## config.mk

```make
export PLATFORM = sky130hd
export DESIGN_NAME = mscl_top
export DESIGN_NICKNAME = d
export VERILOG_FILES = /design/src/shared/mscl_pkg.sv /design/src/mscl_top.sv /design/src/mscl_edge.sv
export SDC_FILE = /design/constraint.sdc
export NUM_CORES = 1
export LEC_CHECK = 0
export ABC_AREA = 0
export BUFFER_PORTS_ARGS = -buffer_cell sky130_fd_sc_hd__buf_2
export CAP_MARGIN = 15
export CELL_PAD_IN_SITES_DETAIL_PLACEMENT = 0
export CELL_PAD_IN_SITES_GLOBAL_PLACEMENT = 1
export CORE_MARGIN = 2
export CORE_UTILIZATION = 40
export CTS_CLUSTER_SIZE = 30
export DETAILED_ROUTE_END_ITERATION = 16
export PLACE_DENSITY_LB_ADDON = 0.1
export SLEW_MARGIN = 20
export SYNTH_ARGS = -nofsm -noshare
export SYNTH_HDL_FRONTEND = slang
export SYNTH_SLANG_ARGS = --single-unit
```

## constraint.sdc

```tcl
create_clock -name clk_sys_i -period 2.1 [get_ports clk_sys_i]
set_input_delay 0.42 -clock clk_sys_i [delete_from_list [all_inputs] [get_ports clk_sys_i]]
set_output_delay 0.42 -clock clk_sys_i [all_outputs]
set_load 0.03 [all_outputs]
```

## src/shared/mscl_pkg.sv

```systemverilog
// Package holding constants, register map and types of the motion start command logic.
package mscl_pkg;

  localparam int unsigned DATA_NUM_W     = 6;
  localparam int unsigned DIRECT_INPUTS  = 6;

  // Six 6-bit numbers do not fit one 32-bit word, so they sit one to a byte, four to a word.
  localparam int unsigned DIRECT_FIELD_W  = 8;
  localparam int unsigned DIRECT_PER_WORD = 4;

  // Register byte offsets.
  localparam logic [7:0] CFG_OFS        = 8'h00;
  localparam logic [7:0] DIRECT_NUM_OFS = 8'h04;
  localparam logic [7:0] HOME_SPEED_OFS = 8'h08;
  localparam logic [7:0] HOME_ACCEL_OFS = 8'h0c;
  localparam logic [7:0] HOME_START_OFS = 8'h10;
  localparam logic [7:0] HOME_OFFS_OFS  = 8'h14;
  localparam logic [7:0] HOME_BACK_OFS  = 8'h18;
  localparam logic [7:0] STATUS_OFS     = 8'h1c;
  localparam logic [7:0] CMD_OFS        = 8'h20;
  localparam logic [7:0] DIRECT_HI_OFS  = 8'h24;

  // Configuration register field positions.
  localparam int unsigned CFG_ALARM_EN_BIT  = 0;
  localparam int unsigned CFG_HOME_MODE_BIT = 1;
  localparam int unsigned CFG_HOME_DIR_BIT  = 2;
  localparam int unsigned CFG_SLIT_EN_BIT   = 3;
  localparam int unsigned CFG_PHASE_EN_BIT  = 4;

  // Status register field positions.
  localparam int unsigned ST_ORIGIN_BIT  = 0;
  localparam int unsigned ST_ALARM_BIT   = 1;
  localparam int unsigned ST_HOMING_BIT  = 2;
  localparam int unsigned ST_STATE_LSB   = 4;

  // Command register: writing one here clears the origin-missing alarm.
  localparam int unsigned CMD_ALARM_CLR_BIT = 0;

  // Reset values.
  localparam logic [4:0]  CFG_RST        = 5'h06;
  localparam logic [47:0] DIRECT_NUM_RST = 48'h05_04_03_02_01_00;
  localparam logic [19:0] HOME_SPEED_RST = 20'h003e8;
  localparam logic [19:0] HOME_ACCEL_RST = 20'h07530;
  localparam logic [19:0] HOME_START_RST = 20'h00064;
  localparam logic [23:0] HOME_OFFS_RST  = 24'h000000;
  localparam logic [14:0] HOME_BACK_RST  = 15'h00c8;

  // Limits of the speed, acceleration and back-off step settings.
  localparam logic [19:0] RATE_MIN = 20'h00001;
  localparam logic [19:0] RATE_MAX = 20'hf4240;
  localparam logic [14:0] BACK_MIN = 15'h0001;

  typedef enum logic [2:0] {
    MSCL_IDLE   = 3'b000,
    MSCL_POS    = 3'b001,
    MSCL_RUN    = 3'b011,
    MSCL_DECEL  = 3'b010,
    MSCL_HOMING = 3'b110
  } mscl_state_e;

  // Operation request handed to the profile generator.
  typedef struct packed {
    logic                  pos_start;
    logic                  run_active;
    logic                  run_positive;
    logic                  home_start;
    logic [DATA_NUM_W-1:0] data_num;
  } mscl_cmd_s;

  // Homing parameters handed to the homing sequencer.
  typedef struct packed {
    logic        three_sensor;
    logic        positive_first;
    logic        slit_en;
    logic        phase_en;
    logic [19:0] speed_hz;
    logic [19:0] accel;
    logic [19:0] start_hz;
    logic [23:0] offset;
    logic [14:0] back_steps;
  } mscl_home_s;

endpackage

```

## src/mscl_top.sv

```systemverilog
// Motion start command decoder with AHB-Lite configuration registers.
//
// What this block does
// - Host sets data select first; indexed start edge moves to that entry.
// - Alarm enable bit, default 0, flags positioning starts without origin set.
// - Each sequential start edge moves to the next data number.
// - Each direct start input launches positioning with its own data number.
// - Direct data numbers are 0 to 63, defaulting to 0 through 5.
// - Homing request starts homing; completion with motion stopped sets origin found.
// - Homing mode: 0 is 2-sensor, 1 is 3-sensor, default 1.
// - Homing run speed 1 to 1000000 Hz, default 1000.
// - Homing acceleration 1 to 1000000, default 30000.
// - Homing starting speed 1 to 1000000 Hz, default 100.
// - Signed 24-bit homing offset, default 0.
// - Homing direction: 0 negative, 1 positive, default positive.
// - Slit and phase timing enables during homing, both default 0.
// - 2-sensor back-off steps 1 to 32767, default 200.
// - Positive run input runs positive, negative run input runs negative.
// - Run continues only while its input stays on, else decelerate.
// - Same-direction input during deceleration resumes running.
// - Both run inputs on together decelerate to stop.
// - Data number change during running changes speed immediately.
// - Six select inputs form data number, highest input most significant.
`timescale 1ns/1ps
module mscl_top
  import mscl_pkg::*;
#(
  parameter int unsigned DATA_ENTRIES = 64
) (
  input  wire logic                         clk_sys_i,
  input  wire logic                         reset_n_i,
  input  wire logic                         hsel_i,
  input  wire logic [31:0]                  haddr_i,
  input  wire logic [1:0]                   htrans_i,
  input  wire logic                         hwrite_i,
  input  wire logic [2:0]                   hsize_i,
  input  wire logic [31:0]                  hwdata_i,
  input  wire logic                         hready_i,
  output logic      [31:0]                  hrdata_o,
  output logic                              hreadyout_o,
  output logic                              hresp_o,
  input  wire logic                         start_i,
  input  wire logic                         sequential_start_i,
  input  wire logic [DIRECT_INPUTS-1:0]     direct_start_inputs_i,
  input  wire logic                         home_i,
  input  wire logic                         positive_run_input_i,
  input  wire logic                         negative_run_input_i,
  input  wire logic [DATA_NUM_W-1:0]        data_select_inputs_i,
  input  wire logic                         motion_stopped_i,
  input  wire logic                         homing_done_i,
  output mscl_pkg::mscl_cmd_s               cmd_o,
  output mscl_pkg::mscl_home_s              home_cfg_o,
  output logic                              origin_found_o,
  output logic                              origin_alarm_o
);

  import mscl_pkg::*;

  localparam logic [DATA_NUM_W-1:0] LAST_ENTRY = DATA_NUM_W'(DATA_ENTRIES - 1);

  // Clamps a speed or acceleration write into 1 .. 1000000.
  function automatic logic [19:0] clamp_rate(input logic [31:0] v);
    if (v < 32'(RATE_MIN))
      clamp_rate = RATE_MIN;
    else if (v > 32'(RATE_MAX))
      clamp_rate = RATE_MAX;
    else
      clamp_rate = v[19:0];
  endfunction

  // Bus address phase capture.
  logic        wr_pend_q;
  logic [7:0]  addr_q;
  logic        acc_valid;

  assign acc_valid   = hsel_i && hready_i && htrans_i[1];
  assign hreadyout_o = 1'b1;
  assign hresp_o     = 1'b0;

  always_ff @(posedge clk_sys_i or negedge reset_n_i)
  begin
    if (!reset_n_i)
    begin
      wr_pend_q <= 1'b0;
      addr_q    <= 8'h00;
    end
    else
    begin
      wr_pend_q <= acc_valid && hwrite_i;
      if (acc_valid)
      begin
        addr_q <= haddr_i[7:0];
      end
    end
  end

  // Configuration registers.
  logic [4:0]                      cfg_q;
  logic [DATA_NUM_W-1:0]           direct_num_q [DIRECT_INPUTS];
  logic [19:0]                     home_speed_q;
  logic [19:0]                     home_accel_q;
  logic [19:0]                     home_start_q;
  logic [23:0]                     home_offs_q;
  logic [14:0]                     home_back_q;
  logic                            alarm_clr;

  assign alarm_clr = wr_pend_q && addr_q == CMD_OFS && hwdata_i[CMD_ALARM_CLR_BIT];

  always_ff @(posedge clk_sys_i or negedge reset_n_i)
  begin
    if (!reset_n_i)
    begin
      cfg_q        <= CFG_RST;
      home_speed_q <= HOME_SPEED_RST;
      home_accel_q <= HOME_ACCEL_RST;
      home_start_q <= HOME_START_RST;
      home_offs_q  <= HOME_OFFS_RST;
      home_back_q  <= HOME_BACK_RST;
    end
    else if (wr_pend_q)
    begin
      if (addr_q == CFG_OFS)
        cfg_q <= hwdata_i[4:0];
      else if (addr_q == HOME_SPEED_OFS)
        home_speed_q <= clamp_rate(hwdata_i);
      else if (addr_q == HOME_ACCEL_OFS)
        home_accel_q <= clamp_rate(hwdata_i);
      else if (addr_q == HOME_START_OFS)
        home_start_q <= clamp_rate(hwdata_i);
      else if (addr_q == HOME_OFFS_OFS)
        home_offs_q <= hwdata_i[23:0];
      else if (addr_q == HOME_BACK_OFS)
        home_back_q <= (hwdata_i[14:0] == 15'h0000) ? BACK_MIN : hwdata_i[14:0];
    end
  end

  // Direct data numbers: one per byte, inputs 0 to 3 in the low word, 4 and 5 in the high word.
  always_ff @(posedge clk_sys_i or negedge reset_n_i)
  begin
    if (!reset_n_i)
    begin
      for (int i = 0; i < DIRECT_INPUTS; i++)
        direct_num_q[i] <= DIRECT_NUM_RST[i*DIRECT_FIELD_W +: DATA_NUM_W];
    end
    else if (wr_pend_q && addr_q == DIRECT_NUM_OFS)
    begin
      for (int i = 0; i < DIRECT_PER_WORD; i++)
        direct_num_q[i] <= hwdata_i[i*DIRECT_FIELD_W +: DATA_NUM_W];
    end
    else if (wr_pend_q && addr_q == DIRECT_HI_OFS)
    begin
      for (int i = DIRECT_PER_WORD; i < DIRECT_INPUTS; i++)
        direct_num_q[i] <= hwdata_i[(i-DIRECT_PER_WORD)*DIRECT_FIELD_W +: DATA_NUM_W];
    end
  end

  // Start-type edges.
  logic [DIRECT_INPUTS+2:0] start_lvl;
  logic [DIRECT_INPUTS+2:0] start_rise;
  logic                     start_rise_idx;
  logic                     start_rise_seq;
  logic                     start_rise_home;
  logic [DIRECT_INPUTS-1:0] start_rise_dir;

  assign start_lvl = {home_i, sequential_start_i, start_i, direct_start_inputs_i};

  mscl_edge #(
    .W (DIRECT_INPUTS + 3)
  ) u_edge (
    .clk_sys_i (clk_sys_i),
    .reset_n_i (reset_n_i),
    .level_i   (start_lvl),
    .rise_o    (start_rise)
  );

  assign start_rise_dir  = start_rise[DIRECT_INPUTS-1:0];
  assign start_rise_idx  = start_rise[DIRECT_INPUTS];
  assign start_rise_seq  = start_rise[DIRECT_INPUTS+1];
  assign start_rise_home = start_rise[DIRECT_INPUTS+2];

  // Lowest-numbered direct input wins when several rise together.
  logic                  dir_hit;
  logic [DATA_NUM_W-1:0] dir_num;

  always_comb
  begin
    dir_hit = 1'b0;
    dir_num = '0;
    for (int i = DIRECT_INPUTS - 1; i >= 0; i--)
    begin
      if (start_rise_dir[i])
      begin
        dir_hit = 1'b1;
        dir_num = direct_num_q[i];
      end
    end
  end

  // Motion state.
  mscl_state_e           state_q;
  logic [DATA_NUM_W-1:0] seq_num_q;
  logic                  run_pos_q;
  logic [DATA_NUM_W-1:0] seq_next;
  logic [DATA_NUM_W-1:0] launch_num;
  logic                  pos_req;
  logic                  run_fwd;
  logic                  run_rev;
  logic                  run_same;
  logic                  idle_now;

  assign pos_req  = start_rise_idx || start_rise_seq || dir_hit;
  assign run_fwd  = positive_run_input_i && !negative_run_input_i;
  assign run_rev  = negative_run_input_i && !positive_run_input_i;
  assign run_same = run_pos_q ? run_fwd : run_rev;
  assign idle_now = state_q == MSCL_IDLE;
  assign seq_next = (seq_num_q == LAST_ENTRY) ? '0 : seq_num_q + 1'b1;

  always_ff @(posedge clk_sys_i or negedge reset_n_i)
  begin
    if (!reset_n_i)
    begin
      state_q   <= MSCL_IDLE;
      run_pos_q <= 1'b1;
    end
    else
    begin
      case (state_q)
        MSCL_IDLE:
        begin
          if (start_rise_home)
            state_q <= MSCL_HOMING;
          else if (pos_req)
            state_q <= MSCL_POS;
          else if (run_fwd || run_rev)
          begin
            state_q   <= MSCL_RUN;
            run_pos_q <= run_fwd;
          end
        end
        MSCL_POS:
        begin
          if (motion_stopped_i)
            state_q <= MSCL_IDLE;
        end
        MSCL_RUN:
        begin
          if (!run_same)
            state_q <= MSCL_DECEL;
        end
        MSCL_DECEL:
        begin
          if (run_same)
            state_q <= MSCL_RUN;
          else if (motion_stopped_i)
            state_q <= MSCL_IDLE;
        end
        MSCL_HOMING:
        begin
          if (homing_done_i && motion_stopped_i)
            state_q <= MSCL_IDLE;
        end
        default:
        begin
          state_q <= MSCL_IDLE;
        end
      endcase
    end
  end

  // Sequential pointer follows the last positioning entry, wrapping after the table end.
  always_ff @(posedge clk_sys_i or negedge reset_n_i)
  begin
    if (!reset_n_i)
    begin
      seq_num_q <= '0;
    end
    else if (idle_now && !start_rise_home && pos_req)
    begin
      seq_num_q <= launch_num;
    end
  end

  // Command outputs.
  always_comb
  begin
    if (dir_hit)
      launch_num = dir_num;
    else if (start_rise_idx)
      launch_num = data_select_inputs_i;
    else
      launch_num = seq_next;
  end

  always_ff @(posedge clk_sys_i or negedge reset_n_i)
  begin
    if (!reset_n_i)
    begin
      cmd_o <= '0;
    end
    else
    begin
      cmd_o.pos_start    <= idle_now && !start_rise_home && pos_req;
      cmd_o.home_start   <= idle_now && start_rise_home;
      cmd_o.run_active   <= state_q == MSCL_RUN;
      cmd_o.run_positive <= run_pos_q;
      if (idle_now && !start_rise_home && pos_req)
        cmd_o.data_num <= launch_num;
      else if (state_q == MSCL_RUN || (idle_now && (run_fwd || run_rev)))
        cmd_o.data_num <= data_select_inputs_i;
    end
  end

  // Origin and alarm.
  always_ff @(posedge clk_sys_i or negedge reset_n_i)
  begin
    if (!reset_n_i)
    begin
      origin_found_o <= 1'b0;
    end
    else if (idle_now && start_rise_home)
    begin
      origin_found_o <= 1'b0;
    end
    else if (state_q == MSCL_HOMING && homing_done_i && motion_stopped_i)
    begin
      origin_found_o <= 1'b1;
    end
  end

  // A new start wins over a clear in the same cycle.
  always_ff @(posedge clk_sys_i or negedge reset_n_i)
  begin
    if (!reset_n_i)
    begin
      origin_alarm_o <= 1'b0;
    end
    else if (cfg_q[CFG_ALARM_EN_BIT] && !origin_found_o && idle_now && !start_rise_home && pos_req)
    begin
      origin_alarm_o <= 1'b1;
    end
    else if (alarm_clr)
    begin
      origin_alarm_o <= 1'b0;
    end
  end

  always_comb
  begin
    home_cfg_o.three_sensor   = cfg_q[CFG_HOME_MODE_BIT];
    home_cfg_o.positive_first = cfg_q[CFG_HOME_DIR_BIT];
    home_cfg_o.slit_en        = cfg_q[CFG_SLIT_EN_BIT];
    home_cfg_o.phase_en       = cfg_q[CFG_PHASE_EN_BIT];
    home_cfg_o.speed_hz       = home_speed_q;
    home_cfg_o.accel          = home_accel_q;
    home_cfg_o.start_hz       = home_start_q;
    home_cfg_o.offset         = home_offs_q;
    home_cfg_o.back_steps     = home_back_q;
  end

  // Read data, decoded from the address phase and registered at its end.
  logic [31:0] rd_word;

  always_comb
  begin
    rd_word = 32'h0000_0000;
    if (haddr_i[7:0] == CFG_OFS)
      rd_word = {27'h0, cfg_q};
    else if (haddr_i[7:0] == DIRECT_NUM_OFS)
      for (int i = 0; i < DIRECT_PER_WORD; i++)
        rd_word[i*DIRECT_FIELD_W +: DATA_NUM_W] = direct_num_q[i];
    else if (haddr_i[7:0] == DIRECT_HI_OFS)
      for (int i = DIRECT_PER_WORD; i < DIRECT_INPUTS; i++)
        rd_word[(i-DIRECT_PER_WORD)*DIRECT_FIELD_W +: DATA_NUM_W] = direct_num_q[i];
    else if (haddr_i[7:0] == HOME_SPEED_OFS)
      rd_word = {12'h0, home_speed_q};
    else if (haddr_i[7:0] == HOME_ACCEL_OFS)
      rd_word = {12'h0, home_accel_q};
    else if (haddr_i[7:0] == HOME_START_OFS)
      rd_word = {12'h0, home_start_q};
    else if (haddr_i[7:0] == HOME_OFFS_OFS)
      rd_word = {{8{home_offs_q[23]}}, home_offs_q};
    else if (haddr_i[7:0] == HOME_BACK_OFS)
      rd_word = {17'h0, home_back_q};
    else if (haddr_i[7:0] == STATUS_OFS)
      rd_word = {25'h0, state_q, 1'b0, state_q == MSCL_HOMING, origin_alarm_o, origin_found_o};
  end

  always_ff @(posedge clk_sys_i or negedge reset_n_i)
  begin
    if (!reset_n_i)
      hrdata_o <= 32'h0000_0000;
    else if (acc_valid && !hwrite_i)
      hrdata_o <= rd_word;
  end

  // Checks.
  property p_alarm_on_start;
    @(posedge clk_sys_i) disable iff (!reset_n_i)
    (cfg_q[CFG_ALARM_EN_BIT] && !origin_found_o && idle_now && !start_rise_home && pos_req) |=> origin_alarm_o;
  endproperty
  a_alarm_on_start: assert property (p_alarm_on_start) else $error("alarm missing after early start");

  property p_no_alarm_disabled;
    @(posedge clk_sys_i) disable iff (!reset_n_i)
    (!cfg_q[CFG_ALARM_EN_BIT] && !origin_alarm_o) |=> !origin_alarm_o;
  endproperty
  a_no_alarm_disabled: assert property (p_no_alarm_disabled) else $error("alarm raised while disabled");

  property p_index_num;
    @(posedge clk_sys_i) disable iff (!reset_n_i)
    (idle_now && start_rise_idx && !dir_hit && !start_rise_home)
      |=> cmd_o.pos_start && cmd_o.data_num == $past(data_select_inputs_i);
  endproperty
  a_index_num: assert property (p_index_num) else $error("indexed start used wrong number");

  property p_direct_num;
    @(posedge clk_sys_i) disable iff (!reset_n_i)
    (idle_now && start_rise_dir[0] && !start_rise_home) |=> cmd_o.data_num == $past(direct_num_q[0]);
  endproperty
  a_direct_num: assert property (p_direct_num) else $error("direct start used wrong number");

  property p_seq_next;
    @(posedge clk_sys_i) disable iff (!reset_n_i)
    (idle_now && start_rise_seq && !start_rise_idx && !dir_hit && !start_rise_home)
      |=> seq_num_q == DATA_NUM_W'($past(seq_num_q) + 1'b1);
  endproperty
  a_seq_next: assert property (p_seq_next) else $error("sequential pointer did not advance");

  property p_origin_set;
    @(posedge clk_sys_i) disable iff (!reset_n_i)
    (state_q == MSCL_HOMING && homing_done_i && motion_stopped_i) |=> origin_found_o && idle_now;
  endproperty
  a_origin_set: assert property (p_origin_set) else $error("origin not flagged after homing");

  property p_both_decel;
    @(posedge clk_sys_i) disable iff (!reset_n_i)
    (state_q == MSCL_RUN && positive_run_input_i && negative_run_input_i) |=> state_q == MSCL_DECEL;
  endproperty
  a_both_decel: assert property (p_both_decel) else $error("both run inputs did not decelerate");

  property p_resume;
    @(posedge clk_sys_i) disable iff (!reset_n_i)
    (state_q == MSCL_DECEL && run_same) |=> state_q == MSCL_RUN ##1 cmd_o.run_active;
  endproperty
  a_resume: assert property (p_resume) else $error("run did not resume from deceleration");

  property p_speed_follow;
    @(posedge clk_sys_i) disable iff (!reset_n_i)
    (state_q == MSCL_RUN) |=> cmd_o.data_num == $past(data_select_inputs_i);
  endproperty
  a_speed_follow: assert property (p_speed_follow) else $error("run entry not followed");

  property p_held_no_retrigger;
    @(posedge clk_sys_i) disable iff (!reset_n_i)
    (start_i && $past(start_i) && !sequential_start_i && direct_start_inputs_i == '0) |-> !pos_req;
  endproperty
  a_held_no_retrigger: assert property (p_held_no_retrigger) else $error("held start retriggered");

endmodule

```

## src/mscl_edge.sv

```systemverilog
// Rising-edge detector for the start-type command inputs.
`timescale 1ns/1ps
module mscl_edge #(
  parameter int unsigned W = 1
) (
  input  wire logic         clk_sys_i,
  input  wire logic         reset_n_i,
  input  wire logic [W-1:0] level_i,
  output logic      [W-1:0] rise_o
);

  logic [W-1:0] prev_q;

  // Inputs held on through reset do not fire once reset is released.
  always_ff @(posedge clk_sys_i or negedge reset_n_i)
  begin
    if (!reset_n_i)
    begin
      prev_q <= '1;
    end
    else
    begin
      prev_q <= level_i;
    end
  end

  assign rise_o = level_i & ~prev_q;

endmodule

```

==> results by group <==
Placed design
  • Area after DPL: 12100 µm²
  • GP Congestion: 0.885
  • Port bufs: 211
  • Hpwl dp: 26.7 mm
  • Place WS: -0.272 ns

Timing
  • Worst Tran Pin Value: 0.745 ns
  • Hold Violations, Final: 0
  • Fmax: 510 MHz
  • Time the worst path needs with I/O delays and setup: 1.96 ns
  • Setup Viol. Count Final: 0
  • Period utilization: 93.4%
  • Max-slew headroom: 50.3%
  • Max Clock Skew: 0.0174 ns
  • Minimum hold slack: 0.0212 ns
  • Worst setup margin: 0.138 ns
  • Max Transition Viols Final: 0
  • RSZ-0062 raised after global routing: false

Clocking
  • Root Driver: clkbuf_16
  • Clock slew at reported path FFs: 0.06 ns
  • H-tree depth: 1
  • Worst-skew pair later-pin latency: 0.52 ns
  • Post-CTS Repair Setup Buffers: 0
  • Max clock buf depth: 3
  • CTS Buf Count: 25
  • CTS tree: done
  • Num Clock Sinks: 210

Layout
  • Post-route cell area: 13000 µm²
  • Fraction of layout cells with a size suffix above 1: 39.9%
  • Final #Nets: 1340
  • Synth-to-layout area growth: 28.1%

Power
  • Power Dens Cells: 900 nW/µm²
  • Static leakage: 0.00598 µW
  • Worst IR Drop VDD: 0.621 mV
  • Sw frac: 31.2%
  • Seq pwr share: 42.1%
  • P_sw: 3640 µW
  • Int Pwr: 8030 µW
  • Tot Pwr: 11700 µW
  • Clock Power Share: 36.8%
  • Gate power share: 21.2%

Route
  • Routed Antenna Nets: 0
  • DRT Pass-1 Iters: 5
  • Via count: 8758
  • DRT Wirelength: 35.3 mm
  • WL per Instance: 22.2 µm
  • DR vias/cell: 5.50
  • Final routed DRC violation total: 0
  • Iter 0 DRT Violations: 531

Setup path
  • Startpoint Class: flop
  • Crit path DAT: 2.40 ns
  • Worst endpoint required time: 2.54 ns
  • Worst setup path class: flop to flop
  • Worst setup EP type: flop
  • Crit Path Max Fanout: 2

Die
  • Core area: 25000 µm²
  • Die H: 163 µm
  • Initial Util: 40.5%
  • Die area: 26600 µm²
  • Die X: 163 µm
  • # IOs: 242
  • Row cnt: 58

Yosys
  • Synth Register Bits: 210
  • Sequential share of the synthesized area: 52.4%
  • Post-Syn Instances: 969
  • Prevailing post-synth register cell: dfrtp_1
  • Mapped Area: 10100 µm²
  • Ys Warns: 0
  • Syn nets: 1065
  • Synthesized area per cell: 10.5 µm²
  • Async SR Flop Fraction: 100%
  • EDFF count, synth: 0
  • Yosys cell types: 72

Global route
  • First-pass GRT wire length: 53.7 mm
  • Maximum number of pins on one net before global-route repair: 52
  • Initial antenna violation count: 1
  • Vias in the first global route: 8865
  • Overall fraction of global-route tracks in use: 26.6%
  • Total gr overflow: 0

Flow run
  • Max Cap Viol: 0

Min path
  • HP Class: input port to flop

Outcome
  • Status: finished, final reports clean
-- kinds of logic (layout without fill, tap and decap cells) --
| logic type | after synthesis | after routing | synth area share [%] |
|---|---|---|---|
| other | 2 | 3 | 0.0741 |
| flip-flops | 210 | 210 | 52.4 |
| XOR/XNOR | 2 | 2 | 0.173 |
| multiplexers | 107 | 107 | 12.1 |
| AND/OR/NAND/NOR | 317 | 317 | 15.9 |
| AO/OA/AOI/OAI | 256 | 256 | 16.0 |
| adder cells (fa/ha/maj) | 3 | 3 | 0.371 |
| buffers and inverters | 72 | 365 | 3.06 |
-- state kept, by name, indices dropped and copies added (netlist names), 5 cells and up --
signal         cells
direct_num_q      36
hrdata_o          30
home_offs_q       24
home_accel_q      20
home_speed_q      20
home_start_q      20
home_back_q       15
cmd_o             10
u_edge.prev_q      9
addr_q             8
seq_num_q          6
cfg_q              5
-- through the flow --
step	setup TNS (ns)	cells	utilization, %
after floorplan	0	969	-
after global placement	-1.98	1546	48.5
after detailed placement	-2.88	1546	48.5
after CTS	0	1592	51.8
after global routing	0	1593	51.8
final	0	1593	51.8
-- placed cells by master, fill, tap and decap left out, types with 5 or more instances in the layout --
cell,instances
and2_1,5
o211ai_1,7
a21oi_1,38
o311ai_0,5
nor2b_1,22
nand3_1,31
nand2_1,125
dfrtp_1,172
nor2_1,40
nand4_1,5
buf_4,93
nor4_1,7
a2bb2oi_1,7
clkbuf_1,5
clkinv_2,6
or3b_2,5
mux2i_1,14
o2111ai_1,5
o22ai_1,13
dfstp_2,38
nor3_1,16
nand2b_1,22
buf_2,210
inv_1,9
nor3b_1,6
clkbuf_16,25
buf_12,5
a22o_1,10
a22oi_1,23
clkbuf_8,9
o21ai_0,108
mux2_2,90
-- power by group through the flow --
| stage | registers, µW | clock network, µW | logic, µW |
|---|---|---|---|
| after floorplan | 5330 | 0 | 1060 |
| after CTS | 4910 | 4360 | 2480 |
| after global placement | 4970 | 0 | 2440 |
| after global routing | 4970 | 4530 | 2700 |
| after detailed placement | 4970 | 0 | 2470 |
| final | 4910 | 4290 | 2470 |
-- timing repair --
item | in CTS | in global routing
hold buffers | 1 | 0
endpoints found under the setup margin | 0 | 2
gates resized for setup | 0 | 1
hold endpoints to repair | 40 | 0
-- final cells by class --
cell class / count / area, µm²
fill: 2416 / 12100
sequential: 210 / 5300
multi-input combinational: 687 / 4530
timing repair buffer: 310 / 1870
clock buffer: 38 / 754
tap: 330 / 413
clock inverter: 7 / 60.1
inverter: 10 / 37.5
antenna: 1 / 2.50
-- final timing paths --
path                                       startpoint                      endpoint  slack (ns)  depth (start not counted)
min in group asynchronous                   reset_n_i            cmd_o[6]$_DFF_PN0_        0.44                          2
max in group asynchronous                   reset_n_i  home_accel_q[10]$_DFFE_PN1P_        0.94                          3
setup reg to reg           u_edge.prev_q[1]$_DFF_PN1_         run_pos_q$_DFFE_PN1P_        0.14                          7
hold reg to reg                 run_pos_q$_DFFE_PN1P_            cmd_o[7]$_DFF_PN0_        0.42                          0
setup / recovery           u_edge.prev_q[1]$_DFF_PN1_         run_pos_q$_DFFE_PN1P_        0.14                          7
hold / removal               direct_start_inputs_i[5]    u_edge.prev_q[5]$_DFF_PN1_        0.02                          1
-- Yosys cell counts, types with 6 or more instances --
master / number / area [µm²]
a21oi_1: 38 / 190
buf_4: 8 / 60.1
buf_2: 8 / 40.0
nor3b_1: 6 / 45.0
clkbuf_1: 43 / 161
nand2_1: 125 / 469
nor2b_1: 22 / 138
a22oi_1: 23 / 173
a22o_1: 10 / 87.6
a2bb2oi_1: 7 / 61.3
nand3_1: 31 / 155
o22ai_1: 13 / 81.3
nor4_1: 9 / 56.3
dfrtp_1: 172 / 4300
o21ai_0: 108 / 541
mux2_2: 90 / 1010
o211ai_1: 7 / 52.6
nor3_1: 16 / 80.1
nor2_1: 41 / 154
dfstp_2: 38 / 998
nand2b_1: 22 / 138
inv_1: 9 / 33.8
mux2i_1: 14 / 140
-- critical path: stages (launching register included) --
cell and delay [ns]:
dfstp_2 0.52, nor2b_1 0.04, buf_4 0.15, a2111oi_2 0.34, buf_4 0.18, nand2_1 0.07
nor4_1 0.21, mux2_2 0.38
-- routing by layer --
| layer | vias to the layer above | share of wire, % | routed length (µm) | track usage (%) |
|---|---|---|---|---|
| met5 | - | 0 | 0 | 0 |
| met4 | 0 | 2.9 | 1040 | 7.64 |
| met3 | 61 | 5.1 | 1810 | 3.58 |
| met2 | 292 | 48 | 16800 | 43.8 |
| met1 | 4324 | 44 | 15600 | 37.0 |
| li1 | 4081 | - | - | - |
Power figures use the tool's default switching activity.
